$ cat config.mk
export PLATFORM = sky130hd
export DESIGN_NAME = vepc_pin_control
export DESIGN_NICKNAME = d
export VERILOG_FILES = /design/src/hw/vepc_pkg.sv /design/src/hw/vepc_pin_control.sv
export VERILOG_INCLUDE_DIRS = /design/src /design/src/hw
export SDC_FILE = /design/constraint.sdc
export NUM_CORES = 1
export LEC_CHECK = 0
export BUFFER_PORTS_ARGS = -buffer_cell sky130_fd_sc_hd__buf_2
export CAP_MARGIN = 20
export CORE_MARGIN = 10
export CORE_UTILIZATION = 53
export DETAILED_ROUTE_END_ITERATION = 8
export PLACE_DENSITY = 0.85
export SLEW_MARGIN = 0
export SYNTH_ARGS = -nofsm -noshare
export SYNTH_HDL_FRONTEND = slang
export SYNTH_SLANG_ARGS = --single-unit
$ cat constraint.sdc
create_clock -name ref_clk_i -period 2.7 [get_ports ref_clk_i]
set_input_delay 0.27 -clock ref_clk_i [delete_from_list [all_inputs] [get_ports ref_clk_i]]
set_output_delay 0.27 -clock ref_clk_i [all_outputs]
set_load 0.03 [all_outputs]
$ cat src/hw/vepc_regs.svh
// Register offsets, field positions, reset values and timing counts of the pin control block.
`ifndef VEPC_REGS_SVH
`define VEPC_REGS_SVH

`define VEPC_ADDR_W        4
`define VEPC_OFF_MODE      4'h0
`define VEPC_OFF_OUTCFG    4'h1
`define VEPC_OFF_STATUS    4'h2
`define VEPC_OFF_SERADDR   4'h3
`define VEPC_OFF_PIXEL     4'h4
`define VEPC_OFF_SCEVENTS  4'h5
`define VEPC_OFF_LINELEN   4'h6
`define VEPC_OFF_FIELDLEN  4'h7

// Mode register fields.
`define VEPC_MODE_STD      0
`define VEPC_MODE_MASTER   1
`define VEPC_MODE_TMG_LO   2
`define VEPC_MODE_TMG_HI   3
`define VEPC_MODE_WIDE     4
`define VEPC_MODE_SEL_LO   5
`define VEPC_MODE_SEL_HI   6
`define VEPC_MODE_TTX      7
`define VEPC_MODE_RESET    8'h00

// Output configuration fields: output format and per-converter power.
`define VEPC_OUTCFG_FMT_LO 0
`define VEPC_OUTCFG_FMT_HI 1
`define VEPC_OUTCFG_DACB   2
`define VEPC_OUTCFG_DACD   3
`define VEPC_OUTCFG_RESET  8'h04

// Serial address: upper bits fixed, low bit from the address-select pin.
`define VEPC_SERADDR_BASE  7'h6a

// Default master timing: line and line-sync lengths in pixel clocks, field length in lines.
`define VEPC_LINE_LEN      16'h06b4
`define VEPC_FIELD_LEN     16'h0106
`define VEPC_HSYNC_LEN     16'h0080

`endif

$ cat src/hw/vepc_pkg.sv
// Types shared by the pin control block.
package vepc_pkg;
  typedef enum logic [1:0] {
    VEPC_SC_OFF   = 2'b00,
    VEPC_SC_RESET = 2'b01,
    VEPC_SC_RTC   = 2'b10,
    VEPC_SC_RSVD  = 2'b11
  } vepc_scsel_e;

  typedef enum logic [1:0] {
    VEPC_TM_0 = 2'b00,
    VEPC_TM_1 = 2'b01,
    VEPC_TM_2 = 2'b11,
    VEPC_TM_3 = 2'b10
  } vepc_tmode_e;

  typedef struct packed {
    logic        valid;
    logic [15:0] data;
    logic        wide;
  } vepc_pixel_s;

  typedef struct packed {
    logic hsync;
    logic frame;
  } vepc_sync_s;
endpackage

$ cat src/hw/vepc_pin_control.sv
// Pin-level control of the video encoder: pixel port, sync pins, subcarrier pin, teletext.
`timescale 1ns/1ps
`include "vepc_regs.svh"

// Function
// - Pixel port takes 8-bit on low lines or 16-bit on all; bit 0 LSB.
// - Line-sync pin driven as timing master, input as timing slave.
// - Frame pin is field in mode 1, vertical sync in mode 2.
// - Pixel inputs are ignored while blanking input is low.
// - Address-select pin sets the serial control address low bit.
// - Reset restores NTSC, slave mode 0, 8-bit, default outputs and converter power.
// - Two mode bits select the subcarrier sync pin function.
// - Rising edge on the pin resets the subcarrier to field 0.
// - Alternatively the pin serves as real-time control input.
// - Teletext request held low when teletext is not selected.
// - Teletext data input reads as high when teletext is not selected.
// - Broadcast 4:2:2 data arrives in parallel interface format at 27 MHz.
// - Configuration is written over a parallel address/data register port.
module vepc_pin_control #(
  parameter int PIX_W = 16  // Pixel bus width.
) (
  input  wire logic                    ref_clk_i,          // Pixel clock.
  input  wire logic                    resetn_i,           // Synchronous reset, active low.
  input  wire logic [`VEPC_ADDR_W-1:0] reg_addr_i,         // Register address.
  input  wire logic [7:0]              reg_wdata_i,        // Register write data.
  input  wire logic                    reg_wr_i,           // Write strobe.
  input  wire logic                    reg_rd_i,           // Read strobe.
  output logic      [7:0]              reg_rdata_o,        // Read data, cycle after strobe.
  input  wire logic [PIX_W-1:0]        pixel_bus_i,        // Pixel data lines.
  input  wire logic                    blank_n_i,          // Blanking control, active low.
  input  wire logic                    hsync_i,            // Line-sync pin input.
  output logic                         hsync_o,            // Line-sync pin output.
  output logic                         hsync_oe_o,         // Line-sync pin drive enable.
  input  wire logic                    frame_i,            // Field/vertical-sync pin input.
  output logic                         frame_o,            // Field/vertical-sync pin output.
  output logic                         frame_oe_o,         // Field/vertical-sync pin drive enable.
  input  wire logic                    addr_low_select_i,  // Serial address low bit select.
  input  wire logic                    subcarrier_sync_i,  // Subcarrier reset or control pin.
  input  wire logic                    teletext_in_i,      // Teletext data pin.
  input  wire logic                    teletext_req_int_i, // Core teletext request.
  output logic                         teletext_request_o, // Teletext request pin.
  output logic                         teletext_bit_o,     // Teletext data to core.
  output vepc_pkg::vepc_pixel_s        pixel_o,            // Sampled pixel to core.
  output vepc_pkg::vepc_sync_s         sync_o,             // Sync seen by the core.
  output logic                         sc_reset_o,         // Subcarrier reset pulse.
  output logic                         rtc_o,              // Real-time control bit.
  output logic      [6:0]              serial_addr_o       // Serial control address.
);

  initial begin
    if (PIX_W != 16) $error("vepc_pin_control: PIX_W must be 16");
  end

  logic [7:0]  mode_reg;
  logic [7:0]  outcfg_reg;
  logic [15:0] line_len_reg;
  logic [15:0] field_len_reg;
  logic [15:0] hcnt_reg;
  logic [15:0] vcnt_reg;
  logic        field_reg;
  logic        sc_prev_reg;
  logic [7:0]  sc_events_reg;
  logic [7:0]  rdata_reg;
  logic [7:0]  rdata_next;
  vepc_pkg::vepc_pixel_s pixel_reg;
  vepc_pkg::vepc_sync_s  sync_reg;
  logic        sc_reset_reg;
  logic        rtc_reg;
  logic        hsync_reg;
  logic        frame_reg;

  wire logic                  is_master = mode_reg[`VEPC_MODE_MASTER];
  wire logic                  is_wide   = mode_reg[`VEPC_MODE_WIDE];
  wire logic                  ttx_on    = mode_reg[`VEPC_MODE_TTX];
  wire vepc_pkg::vepc_tmode_e tmode =
    vepc_pkg::vepc_tmode_e'(mode_reg[`VEPC_MODE_TMG_HI:`VEPC_MODE_TMG_LO]);
  wire vepc_pkg::vepc_scsel_e scsel =
    vepc_pkg::vepc_scsel_e'({mode_reg[`VEPC_MODE_SEL_HI], mode_reg[`VEPC_MODE_SEL_LO]});
  wire logic line_end  = (hcnt_reg == line_len_reg - 16'h0001);
  wire logic field_end = line_end && (vcnt_reg == field_len_reg - 16'h0001);
  wire logic sc_rise   = subcarrier_sync_i && !sc_prev_reg;
  wire logic wr_mode   = reg_wr_i && (reg_addr_i == `VEPC_OFF_MODE);
  wire logic wr_outcfg = reg_wr_i && (reg_addr_i == `VEPC_OFF_OUTCFG);
  wire logic wr_line   = reg_wr_i && (reg_addr_i == `VEPC_OFF_LINELEN);
  wire logic wr_field  = reg_wr_i && (reg_addr_i == `VEPC_OFF_FIELDLEN);
  wire logic wr_events = reg_wr_i && (reg_addr_i == `VEPC_OFF_SCEVENTS);
  wire logic sc_hit    = (scsel == vepc_pkg::VEPC_SC_RESET) && sc_rise;
  wire logic [6:0] ser_base = `VEPC_SERADDR_BASE;

  assign serial_addr_o = {ser_base[6:1], addr_low_select_i};

  assign hsync_oe_o = is_master;
  assign hsync_o    = hsync_reg;
  assign frame_oe_o = is_master;
  assign frame_o    = frame_reg;

  assign teletext_request_o = ttx_on && teletext_req_int_i;
  assign teletext_bit_o     = ttx_on ? teletext_in_i : 1'b1;

  assign pixel_o     = pixel_reg;
  assign sync_o      = sync_reg;
  assign sc_reset_o  = sc_reset_reg;
  assign rtc_o       = rtc_reg;
  assign reg_rdata_o = rdata_reg;

  // Register file; reset gives NTSC, slave mode 0, 8-bit input and default outputs.
  always_ff @(posedge ref_clk_i) begin
    if (!resetn_i) begin
      mode_reg      <= `VEPC_MODE_RESET;
      outcfg_reg    <= `VEPC_OUTCFG_RESET;
      line_len_reg  <= `VEPC_LINE_LEN;
      field_len_reg <= `VEPC_FIELD_LEN;
    end else begin
      if (wr_mode)   mode_reg      <= reg_wdata_i;
      if (wr_outcfg) outcfg_reg    <= reg_wdata_i;
      if (wr_line)   line_len_reg  <= {line_len_reg[7:0], reg_wdata_i};
      if (wr_field)  field_len_reg <= {field_len_reg[7:0], reg_wdata_i};
    end
  end

  // Master timing generator; a slave resynchronises it from the incoming line sync.
  always_ff @(posedge ref_clk_i) begin
    if (!resetn_i) begin
      hcnt_reg  <= 16'h0000;
      vcnt_reg  <= 16'h0000;
      field_reg <= 1'b0;
    end else if (!is_master && hsync_i == 1'b0) begin
      hcnt_reg <= 16'h0000;
    end else if (line_end) begin
      hcnt_reg <= 16'h0000;
      vcnt_reg <= field_end ? 16'h0000 : vcnt_reg + 16'h0001;
      if (field_end) field_reg <= !field_reg;
    end else begin
      hcnt_reg <= hcnt_reg + 16'h0001;
    end
  end

  // Sync pin drive, active low, registered so the pins do not glitch.
  always_ff @(posedge ref_clk_i) begin
    if (!resetn_i) begin
      hsync_reg <= 1'b1;
      frame_reg <= 1'b1;
    end else begin
      hsync_reg <= !(hcnt_reg < `VEPC_HSYNC_LEN);
      frame_reg <= (tmode == vepc_pkg::VEPC_TM_2) ? !(vcnt_reg == 16'h0000) : field_reg;
    end
  end

  // Pixel and control sampling on the rising clock edge.
  always_ff @(posedge ref_clk_i) begin
    if (!resetn_i) begin
      pixel_reg <= '0;
      sync_reg  <= '{hsync: 1'b1, frame: 1'b1};
    end else begin
      sync_reg.hsync <= is_master ? hsync_reg : hsync_i;
      sync_reg.frame <= is_master ? frame_reg : frame_i;
      pixel_reg.valid <= blank_n_i;
      pixel_reg.wide  <= is_wide;
      if (blank_n_i) begin
        pixel_reg.data <= is_wide ? pixel_bus_i : {8'h00, pixel_bus_i[7:0]};
      end
    end
  end

  // Subcarrier pin: reset pulse on rising edge, or a sampled control bit.
  always_ff @(posedge ref_clk_i) begin
    if (!resetn_i) begin
      sc_prev_reg   <= 1'b0;
      sc_reset_reg  <= 1'b0;
      rtc_reg       <= 1'b0;
      sc_events_reg <= 8'h00;
    end else begin
      sc_prev_reg  <= subcarrier_sync_i;
      sc_reset_reg <= sc_hit;
      if (scsel == vepc_pkg::VEPC_SC_RTC) rtc_reg <= subcarrier_sync_i;
      // A reset arriving with the clear write still counts.
      if (sc_hit) sc_events_reg <= (wr_events ? 8'h00 : sc_events_reg) + 8'h01;
      else if (wr_events) sc_events_reg <= 8'h00;
    end
  end

  // Read mux; unmapped addresses read zero.
  always_comb begin
    rdata_next = 8'h00;
    unique case (reg_addr_i)
      `VEPC_OFF_MODE:     rdata_next = mode_reg;
      `VEPC_OFF_OUTCFG:   rdata_next = outcfg_reg;
      `VEPC_OFF_STATUS:   rdata_next = {4'h0, field_reg, sc_prev_reg, hsync_reg, frame_reg};
      `VEPC_OFF_SERADDR:  rdata_next = {1'b0, serial_addr_o};
      `VEPC_OFF_PIXEL:    rdata_next = pixel_reg.data[7:0];
      `VEPC_OFF_SCEVENTS: rdata_next = sc_events_reg;
      `VEPC_OFF_LINELEN:  rdata_next = line_len_reg[7:0];
      `VEPC_OFF_FIELDLEN: rdata_next = field_len_reg[7:0];
      default:            rdata_next = 8'h00;
    endcase
  end

  always_ff @(posedge ref_clk_i) begin
    if (!resetn_i) rdata_reg <= 8'h00;
    else           rdata_reg <= reg_rd_i ? rdata_next : 8'h00;
  end

endmodule // vepc_pin_control

==> results.py, run 1 <==
metrics = {
    "synth": {
        "synthTopCellsByCount": "dfxtp_1, nand2_1, nor2b_1",
        "synth_top_area_frac": 0.3696,
        "synthesis.instances": 779,
        "synth-xor-area-share": 0.08483,
        "synth_top_cell_by_area": "dfxtp_1",
        "netlist_area_um2": 6608,
        "seq_area_frac_synth": 0.3696,
        "ys.flop_type": "dfxtp_1",
        "async_flop_share": 0,
        "synth_mux_area_frac": 0.06703,
        "synthTopCellsByArea": "dfxtp_1, nor2b_1, mux2i_1, nand2_1, xnor2_1",
        "synth_top_family_by_area": "simple AND/OR/NAND/NOR gates",
        "synth-compound-area-share": 0.1225,
        "synth_most_common_cell": "dfxtp_1",
        "syn_area_per_cell_um2": 8.482,
        "yosysWarnings": 0,
        "synth_simple_gate_area_frac": 0.2926,
        "yosysUniqueCellTypes": 65,
        "synth_edf_count": 0,
        "synthAdderAreaFrac": 0.01136,
        "synth-seq-cells": 122,
    },
    "floorplan": {
        "coreArea_um2": 12110,
        "row_count": 40,
        "die_w_um": 131.7,
        "ios": 82,
        "initial_core_util": 0.5456,
        "die_h_um": 131.7,
        "die_area_um2": 17330,
    },
    "min_path": {
        "hold_path.class": "in2reg",
        "hold_start": "subcarrier_sync_i",
    },
    "job": {
        "maxCapViolCount": 0,
    },
    "timing": {
        "fmax_mhz": 361.4,
        "hold_viol": 0,
        "tightest_slew_ns": 0.6484,
        "slew-limit-headroom": 0.5632,
        "setup_slack_ns": -0.06719,
        "final.min_clock_period_ns": 2.767,
        "fin_worst_skew_ns": 0.007372,
        "period_share": 1.025,
        "rsz0062_at_grt": "yes",
        "setup_viol": 8,
        "drv_slew": 0,
        "tns_ns": -0.3204,
    },
    "route": {
        "wl_per_cell_um": 17.83,
        "drt_iter0_drc": 788,
        "drt-total-wl_um": 18960,
        "viasPerCell": 5.877,
        "vias": 6247,
        "first_pass_iters": 5,
        "ant_nets": 0,
        "remaining_drc_errors": 0,
    },
    "setup_path": {
        "start_kind": "flop",
        "cp-end-kind": "flop",
        "timing_worst_setup_path_type": "reg2reg",
        "cp.required_ns": 3.01,
        "crit_arrival_ns": 3.08,
        "cp_max_fo": 5,
        "startpoint": "line_len_reg[0]$_SDFFE_PN0P_",
        "r2r_start": "line_len_reg[0]$_SDFFE_PN0P_",
    },
    "pwr": {
        "p_leak_nw": 3.313,
        "p_total_w": 0.004471,
        "p_per_area_nw_per_um2": 542.5,
        "ir_drop_v": 0.0004182,
    },
    "cts": {
        "cts_root_buf": "clkbuf_16",
        "cts-buffers-inserted": 17,
        "clkSinkCount": 122,
        "h-tree-depth": 4,
        "cts_hold_buffers": 0,
        "cts_buffer_depth": 2,
        "path_clk_slew_ns": 0.06,
        "cts_tree": "done",
        "clock_latency_ns": 0.42,
    },
    "grt": {
        "grt_usage": 0.2094,
        "antenna_found_initial": 0,
        "grt_pass1_vias": 6022,
        "gr-total-overflow": 0,
        "grt_start_max_net_pins": 47,
        "grt_pass1_wl_um": 30100,
    },
    "status": {
        "failed_checks": "negative setup slack",
        "status": "finished, violations left",
    },
    "finish": {
        "area_delta_synth_final_pct": 24.73,
        "drive_gt1_frac": 0.2592,
        "final_nets": 927,
        "n_antenna_cell": 0,
        "largest_reg_flops": 18,
    },
    "place": {
        "dpl.hpwl_um": 13240,
        "io_buffers": 75,
        "gp_congestion": 0.9594,
    },
}
-- area by class of cell --
cell class | count | area (µm²)
multi-input combinational | 588 | 4066
fill | 935 | 3870
clock inverter | 11 | 145.1
sequential | 122 | 2446
inverter | 17 | 63.81
clock buffer | 21 | 460.4
tap | 168 | 210.2
timing repair buffer | 136 | 849.6
-- report_power, final --
part / leakage (nW) / switching (W) / internal, W
combinational: 2.04 / 0.000202 / 0.000120
clock: 0.289 / 0.000806 / 0.00149
sequential: 0.989 / 0.0000215 / 0.00183
-- placed cells by master (no fill, tap or decap), types with 23 or more instances in the layout --
cell      Yosys  routed
a21boi_0     23      23
a21oi_1      26      24
buf_2         4      75
buf_4         8      59
dfxtp_1     122     119
mux2i_1      33      33
nand2_1      85      85
nand3_1      30      30
nor2_1       52      52
nor2b_1      54      53
xnor2_1      35      35
xor2_1       29      29
-- what timing repair did --
item | in CTS | in global routing
gates cloned | 1 | 0
endpoints found under the setup margin | 32 | 33
gates resized for setup | 19 | 25
setup buffers | 1 | 1
pin swaps | 3 | 18
-- cells by family (layout without fill, tap and decap cells) --
group / Yosys count / in the layout
mux: 39 / 39
xor+xnor: 64 / 64
flops: 122 / 122
compound gates: 120 / 120
simple gates: 352 / 353
fa+ha+maj: 6 / 6
other cells: 2 / 6
buf+inv: 74 / 185
-- path summary, 6_finish.rpt --
path	to	slack, ns	depth (start not counted)
setup / recovery	vcnt_reg[5]$_SDFFE_PN0P_	-0.07	11
hold / removal	sc_prev_reg$_SDFF_PN0_	0.09	2
hold reg to reg	line_len_reg[15]$_SDFFE_PN0P_	0.49	2
setup reg to reg	vcnt_reg[5]$_SDFFE_PN0P_	-0.07	11
-- per-layer routing --
| layer | GRT usage | part of all wire | vias up |
|---|---|---|---|
| met2 | 0.3504 | 0.49 | 282 |
| li1 | - | - | 2919 |
| met5 | 0 | 0 | - |
| met3 | 0.04192 | 0.069 | 75 |
| met1 | 0.2475 | 0.40 | 2971 |
| met4 | 0.1106 | 0.040 | 0 |
-- critical path, cell delays in order, from the launching register on --
cell	delay [ns]
dfxtp_1	0.40
inv_2	0.07
ha_4	0.18
buf_4	0.15
o21bai_1	0.15
a31oi_1	0.06
o21ai_1	0.30
nand3_1	0.20
or4_4	0.64
nor4_4	0.29
xnor2_1	0.17
nor2_2	0.05
-- through the flow --
stage / utilization / instances / hold WS, ns / setup WS, ns / cell area [µm²]
final: 0.6805 / 1063 / 0.09272 / -0.06719 / 8242
after global routing: 0.6805 / 1063 / 0.1004 / -0.1377 / 8242
after global placement: 0.6104 / 1028 / 0.4561 / -0.1198 / 7393
after floorplan: - / 783 / 0.3917 / -0.1807 / 6646
after detailed placement: 0.6104 / 1028 / 0.4728 / -0.1702 / 7393
after CTS: 0.6702 / 1062 / 0.08104 / -0.02452 / 8118
Note: power is estimated with default switching activity, not from simulation.
==> run 2: changes to the inputs <==
--- a/config.mk
+++ b/config.mk
@@ -12,6 +12,7 @@
 export CORE_UTILIZATION = 53
 export DETAILED_ROUTE_END_ITERATION = 8
 export PLACE_DENSITY = 0.85
+export SKIP_LAST_GASP = 1
 export SLEW_MARGIN = 0
 export SYNTH_ARGS = -nofsm -noshare
 export SYNTH_HDL_FRONTEND = slang
==> results.py, run 2 (synthesis gave the netlist of run 1 again) <==
metrics = {
    "place": {
        "io_buffers": 75,
        "postPlaceCellArea_um2": 7393,
        "gp_congestion": 0.9594,
        "dpl.hpwl_um": 13240,
    },
    "timing": {
        "slew-limit-headroom": 0.5647,
        "setup_slack_ns": -0.03708,
        "period_share": 1.014,
        "tightest_slew_ns": 0.6461,
        "hold_viol": 0,
        "rsz0062_at_grt": "yes",
        "final.min_clock_period_ns": 2.737,
        "fmax_mhz": 365.4,
        "fin_worst_skew_ns": 0.006506,
        "setup_viol": 6,
        "drv_slew": 0,
    },
    "floorplan": {
        "die_h_um": 131.7,
        "ios": 82,
        "die_w_um": 131.7,
        "die_area_um2": 17330,
        "coreArea_um2": 12110,
        "row_count": 40,
        "initial_core_util": 0.5456,
    },
    "finish": {
        "drive_gt1_frac": 0.2570,
        "largest_reg_flops": 18,
        "final_common_cell": "dfxtp_1",
        "n_antenna_cell": 0,
        "final_nets": 927,
        "postLayoutCoreUtil": 0.6798,
        "stdcell_area_um2": 8233,
        "mostFrequentLayoutCells": "dfxtp_1, nand2_1, buf_2",
        "area_delta_synth_final_pct": 24.60,
    },
    "grt": {
        "antenna_found_initial": 0,
        "grt_usage": 0.2094,
        "top_usage_layer": "met2",
        "gr-total-overflow": 0,
        "use_met1": 0.2475,
        "grt_pass1_wl_um": 30100,
        "grtUsageMet3": 0.04192,
        "gr-usage-met2": 0.3504,
        "grt_start_max_net_pins": 47,
        "grt_pass1_vias": 6022,
    },
    "setup_path": {
        "start_kind": "flop",
        "cp.required_ns": 3.06,
        "cp-end-kind": "flop",
        "timing_worst_setup_path_type": "reg2reg",
        "crit_arrival_ns": 3.10,
        "cp_max_fo": 5,
        "r2r-end": "field_reg$_SDFFE_PN0P_",
        "ff2ff_path_depth": 9,
        "rrSetupSlack_ns": -0.04,
        "r2r_start": "line_len_reg[3]$_SDFFE_PN0P_",
    },
    "job": {
        "maxCapViolCount": 0,
    },
    "route": {
        "drt_iter0_drc": 676,
        "drt-total-wl_um": 18850,
        "ant_nets": 0,
        "viasPerCell": 5.839,
        "remaining_drc_errors": 0,
        "first_pass_iters": 6,
        "wl_per_cell_um": 17.73,
        "vias": 6207,
    },
    "cts": {
        "cts-buffers-inserted": 17,
        "cts_buffer_depth": 2,
        "clkSinkCount": 122,
        "cts_root_buf": "clkbuf_16",
        "clock_latency_ns": 0.42,
        "h-tree-depth": 4,
        "cts_tree": "done",
        "path_clk_slew_ns": 0.06,
    },
    "status": {
        "failed_checks": "negative setup slack",
        "status": "finished, violations left",
    },
    "min_path": {
        "hold_depth": 2,
        "hold_path.class": "in2reg",
        "hold_start": "subcarrier_sync_i",
        "min_to": "sc_prev_reg$_SDFF_PN0_",
    },
    "pwr": {
        "p_per_area_nw_per_um2": 542.2,
        "ir_drop_v": 0.0004181,
        "p_comb_frac": 0.072,
        "p_sw_w": 0.001022,
        "switching_share": 0.2289,
        "p_seq_frac": 0.414,
        "p_total_w": 0.004464,
        "p_leak_nw": 3.310,
        "power.internal_w": 0.003442,
        "clockPowerShare": 0.514,
    },
}
run 2: cell counts in the layout (fill, tap and decap cells not counted):
Identical to the previous run, type by type.
run 2: layout make-up:
type,instances,area [µm²]
multi-input combinational,588,4058
fill,939,3879
sequential,122,2446
timing repair buffer,136,849.6
clock buffer,21,460.4
tap,168,210.2
clock inverter,11,145.1
inverter,17,63.81
run 2: what timing repair did:
| item | CTS | global route |
|---|---|---|
| buffers inserted | 1 | 1 |
| resized for setup | 19 | 23 |
| hold buffers | 0 | 0 |
| pin swaps | 3 | 18 |
| cloned | 1 | 0 |
| endpoints found under the setup margin | 32 | 33 |
run 2: worst max path at each step:
stage	start	to	slack (ns)	cells after the start
3_3_place_gp	line_len_reg[3]$_SDFFE_PN0P_	vcnt_reg[15]$_SDFFE_PN0P_	-0.12	9
6_report	line_len_reg[3]$_SDFFE_PN0P_	field_reg$_SDFFE_PN0P_	-0.04	9
3_5_place_dp	line_len_reg[3]$_SDFFE_PN0P_	vcnt_reg[14]$_SDFFE_PN0P_	-0.17	9
4_1_cts	line_len_reg[7]$_SDFFE_PN1P_	vcnt_reg[5]$_SDFFE_PN0P_	-0.02	8
2_1_floorplan	line_len_reg[3]$_SDFFE_PN0P_	vcnt_reg[13]$_SDFFE_PN0P_	-0.18	11
5_1_grt	line_len_reg[0]$_SDFFE_PN0P_	field_reg$_SDFFE_PN0P_	-0.15	12
run 2: worst max-delay path: stages (launching register included):
cell and delay (ns):
dfxtp_2 0.32, or3_4 0.42, or4b_4 0.50, nand3_2 0.10, nand3_2 0.08, or4_4 0.57
nor4_4 0.25, buf_4 0.17, xor2_1 0.12, and2_1 0.14
run 2: per-layer routing:
| metal | wire length [µm] | share of wire |
|---|---|---|
| met1 | 7590 | 0.40 |
| met4 | 706 | 0.037 |
| met2 | 9250 | 0.49 |
| met3 | 1303 | 0.069 |
| met5 | 0 | 0 |
run 2: power groups by stage:
stage          clock (W)  combinational [W]  sequential (W)
6_report         0.00229           0.000321         0.00185
5_1_grt          0.00239           0.000341         0.00185
4_1_cts          0.00232           0.000314         0.00185
3_5_place_dp           0           0.000306         0.00189
3_3_place_gp           0           0.000301         0.00189
2_1_floorplan          0           0.000180         0.00191
run 2: metrics by stage:
stage,hold slack (ns),setup slack [ns],setup TNS (ns),cells
2_1_floorplan,0.3917,-0.1807,-2.204,783
3_3_place_gp,0.4561,-0.1198,-1.064,1028
3_5_place_dp,0.4728,-0.1702,-3.019,1028
4_1_cts,0.08104,-0.02452,-0.04209,1062
5_1_grt,0.1004,-0.1546,-2.352,1063
6_report,0.09145,-0.03708,-0.1510,1063
==> run 3: changes to the inputs <==
==> constraint.sdc (replaced) <==
create_clock -name ref_clk_i -period 2.7 [get_ports ref_clk_i]
set_input_delay 0.135 -clock ref_clk_i [delete_from_list [all_inputs] [get_ports ref_clk_i]]
set_output_delay 0.135 -clock ref_clk_i [all_outputs]
set_load 0.03 [all_outputs]
==> results.py, run 3 (synthesis gave the netlist of run 1 again) <==
metrics = {
    "status": {
        "status": "finished, violations left",
        "failed_checks": "negative setup slack",
    },
    "place": {
        "place_ws_ns": -0.1672,
        "dpl.hpwl_um": 13380,
        "io_buffers": 75,
        "gp_congestion": 0.9585,
        "postPlaceCellArea_um2": 7386,
    },
    "finish": {
        "seq_area_um2": 2449,
        "drive_gt1_frac": 0.2615,
        "final_common_cell": "dfxtp_1",
        "area_delta_synth_final_pct": 27.51,
        "stdcell_area_um2": 8426,
        "final_nets": 947,
        "fillers": 911,
        "mostFrequentLayoutCells": "dfxtp_1, nand2_1, buf_2",
        "largest_reg_flops": 18,
        "multi_input_area_um2": 4139,
    },
    "route": {
        "drt_iter0_drc": 771,
        "drt-total-wl_um": 19760,
        "vias": 6288,
        "first_pass_iters": 8,
        "viasPerCell": 5.806,
        "wl_per_cell_um": 18.25,
        "remaining_drc_errors": 0,
        "ant_nets": 0,
    },
    "floorplan": {
        "die_w_um": 131.7,
        "ios": 82,
        "die_area_um2": 17330,
        "die_h_um": 131.7,
        "initial_core_util": 0.5456,
        "coreArea_um2": 12110,
        "row_count": 40,
    },
    "timing": {
        "slew-limit-headroom": 0.5215,
        "fmax_mhz": 357.8,
        "final.min_clock_period_ns": 2.795,
        "setup_slack_ns": -0.09474,
        "hold_viol": 0,
        "setup_viol": 10,
        "drv_slew": 0,
        "fin_worst_skew_ns": 0.01162,
        "rsz0062_at_grt": "yes",
        "tns_ns": -0.4891,
        "fin_hold_ws_ns": 0.02763,
        "tightest_slew_ns": 0.7102,
        "period_share": 1.035,
    },
    "cts": {
        "cts_tree": "done",
        "h-tree-depth": 4,
        "cts-buffers-inserted": 17,
        "cts_root_buf": "clkbuf_16",
        "clock_latency_ns": 0.42,
        "path_clk_slew_ns": 0.06,
        "cts_buffer_depth": 2,
        "clkSinkCount": 122,
    },
    "setup_path": {
        "rrSetupSlack_ns": -0.09,
        "crit_arrival_ns": 3.16,
        "cp-end-kind": "flop",
        "timing_worst_setup_path_type": "reg2reg",
        "cp.required_ns": 3.06,
        "start_kind": "flop",
        "cp_max_fo": 4,
    },
    "grt": {
        "grt_start_max_net_pins": 47,
        "antenna_found_initial": 1,
        "grt_usage": 0.2166,
        "gr-total-overflow": 0,
        "grt_pass1_vias": 6044,
        "grt_pass1_wl_um": 30830,
    },
    "pwr": {
        "p_total_w": 0.004197,
        "ir_drop_v": 0.0003759,
        "p_leak_nw": 3.375,
        "p_per_area_nw_per_um2": 498.2,
    },
    "min_path": {
        "hold_path.class": "in2reg",
    },
    "job": {
        "maxCapViolCount": 0,
    },
}
-- run 3: cell count changes in the layout (fill, tap and decap cells not counted), moves of 3 or more --
cell / before / now
bufinv_16: 3 / 0
clkinv_2: 3 / 6
dlygate4sd3_1: 0 / 18
or3_1: 10 / 7
or3_4: 5 / 8
-- run 3: final cells by class --
class                      count  share of cell area
timing repair buffer         155              0.1236
antenna                        1           0.0002970
tap                          168             0.02495
inverter                      17            0.007574
clock inverter                12            0.009207
sequential                   122              0.2906
clock buffer                  19             0.05257
multi-input combinational    589              0.4912
-- run 3: metrics by stage --
stage                 util  instances
floorplan                -        783
global placement    0.6098       1027
detailed placement  0.6098       1027
CTS                 0.6805       1081
global route        0.6957       1083
finish              0.6957       1083
-- run 3: metal layers --
metal  up-vias  wire [µm]  global-route usage
met3        77       1543             0.05412
met5         -          0                   0
met1      2944       7712              0.2497
met2       316       9682              0.3627
li1       2951          -                   -
met4         0        822              0.1131
-- run 3: timing repair --
| item | in CTS | in global routing |
|---|---|---|
| setup endpoints to repair | 33 | 33 |
| cloned | 2 | 0 |
| endpoints found under the hold margin | 18 | 0 |
| pin swaps | 9 | 17 |
| hold buffers | 18 | 0 |
| gates resized for setup | 21 | 35 |
| setup buffers | 3 | 1 |
-- run 3: power by group --
group	switching [W]	internal (W)	leakage [nW]
combinational	0.000207	0.000136	2.13
clock	0.000824	0.00118	0.251
sequential	0.0000223	0.00183	0.990
-- run 3: final timing paths --
check,from,end,depth (start not counted)
max,line_len_reg[7]$_SDFFE_PN1P_,vcnt_reg[9]$_SDFFE_PN0P_,9
min reg2reg,line_len_reg[15]$_SDFFE_PN0P_,line_len_reg[15]$_SDFFE_PN0P_,2
max reg2reg,line_len_reg[7]$_SDFFE_PN1P_,vcnt_reg[9]$_SDFFE_PN0P_,9
min,reg_wdata_i[2],line_len_reg[2]$_SDFFE_PN1P_,3
-- run 3: worst max-delay path, cell delays in order, from the launching register on --
cell and delay [ns]:
dfxtp_2 0.32, or3_4 0.41, nand4b_1 0.21, or3_4 0.35
a2bb2o_4 0.23, nor4_4 0.29, buf_4 0.18, nand2b_4 0.06
or4_1 0.54, a21oi_2 0.14
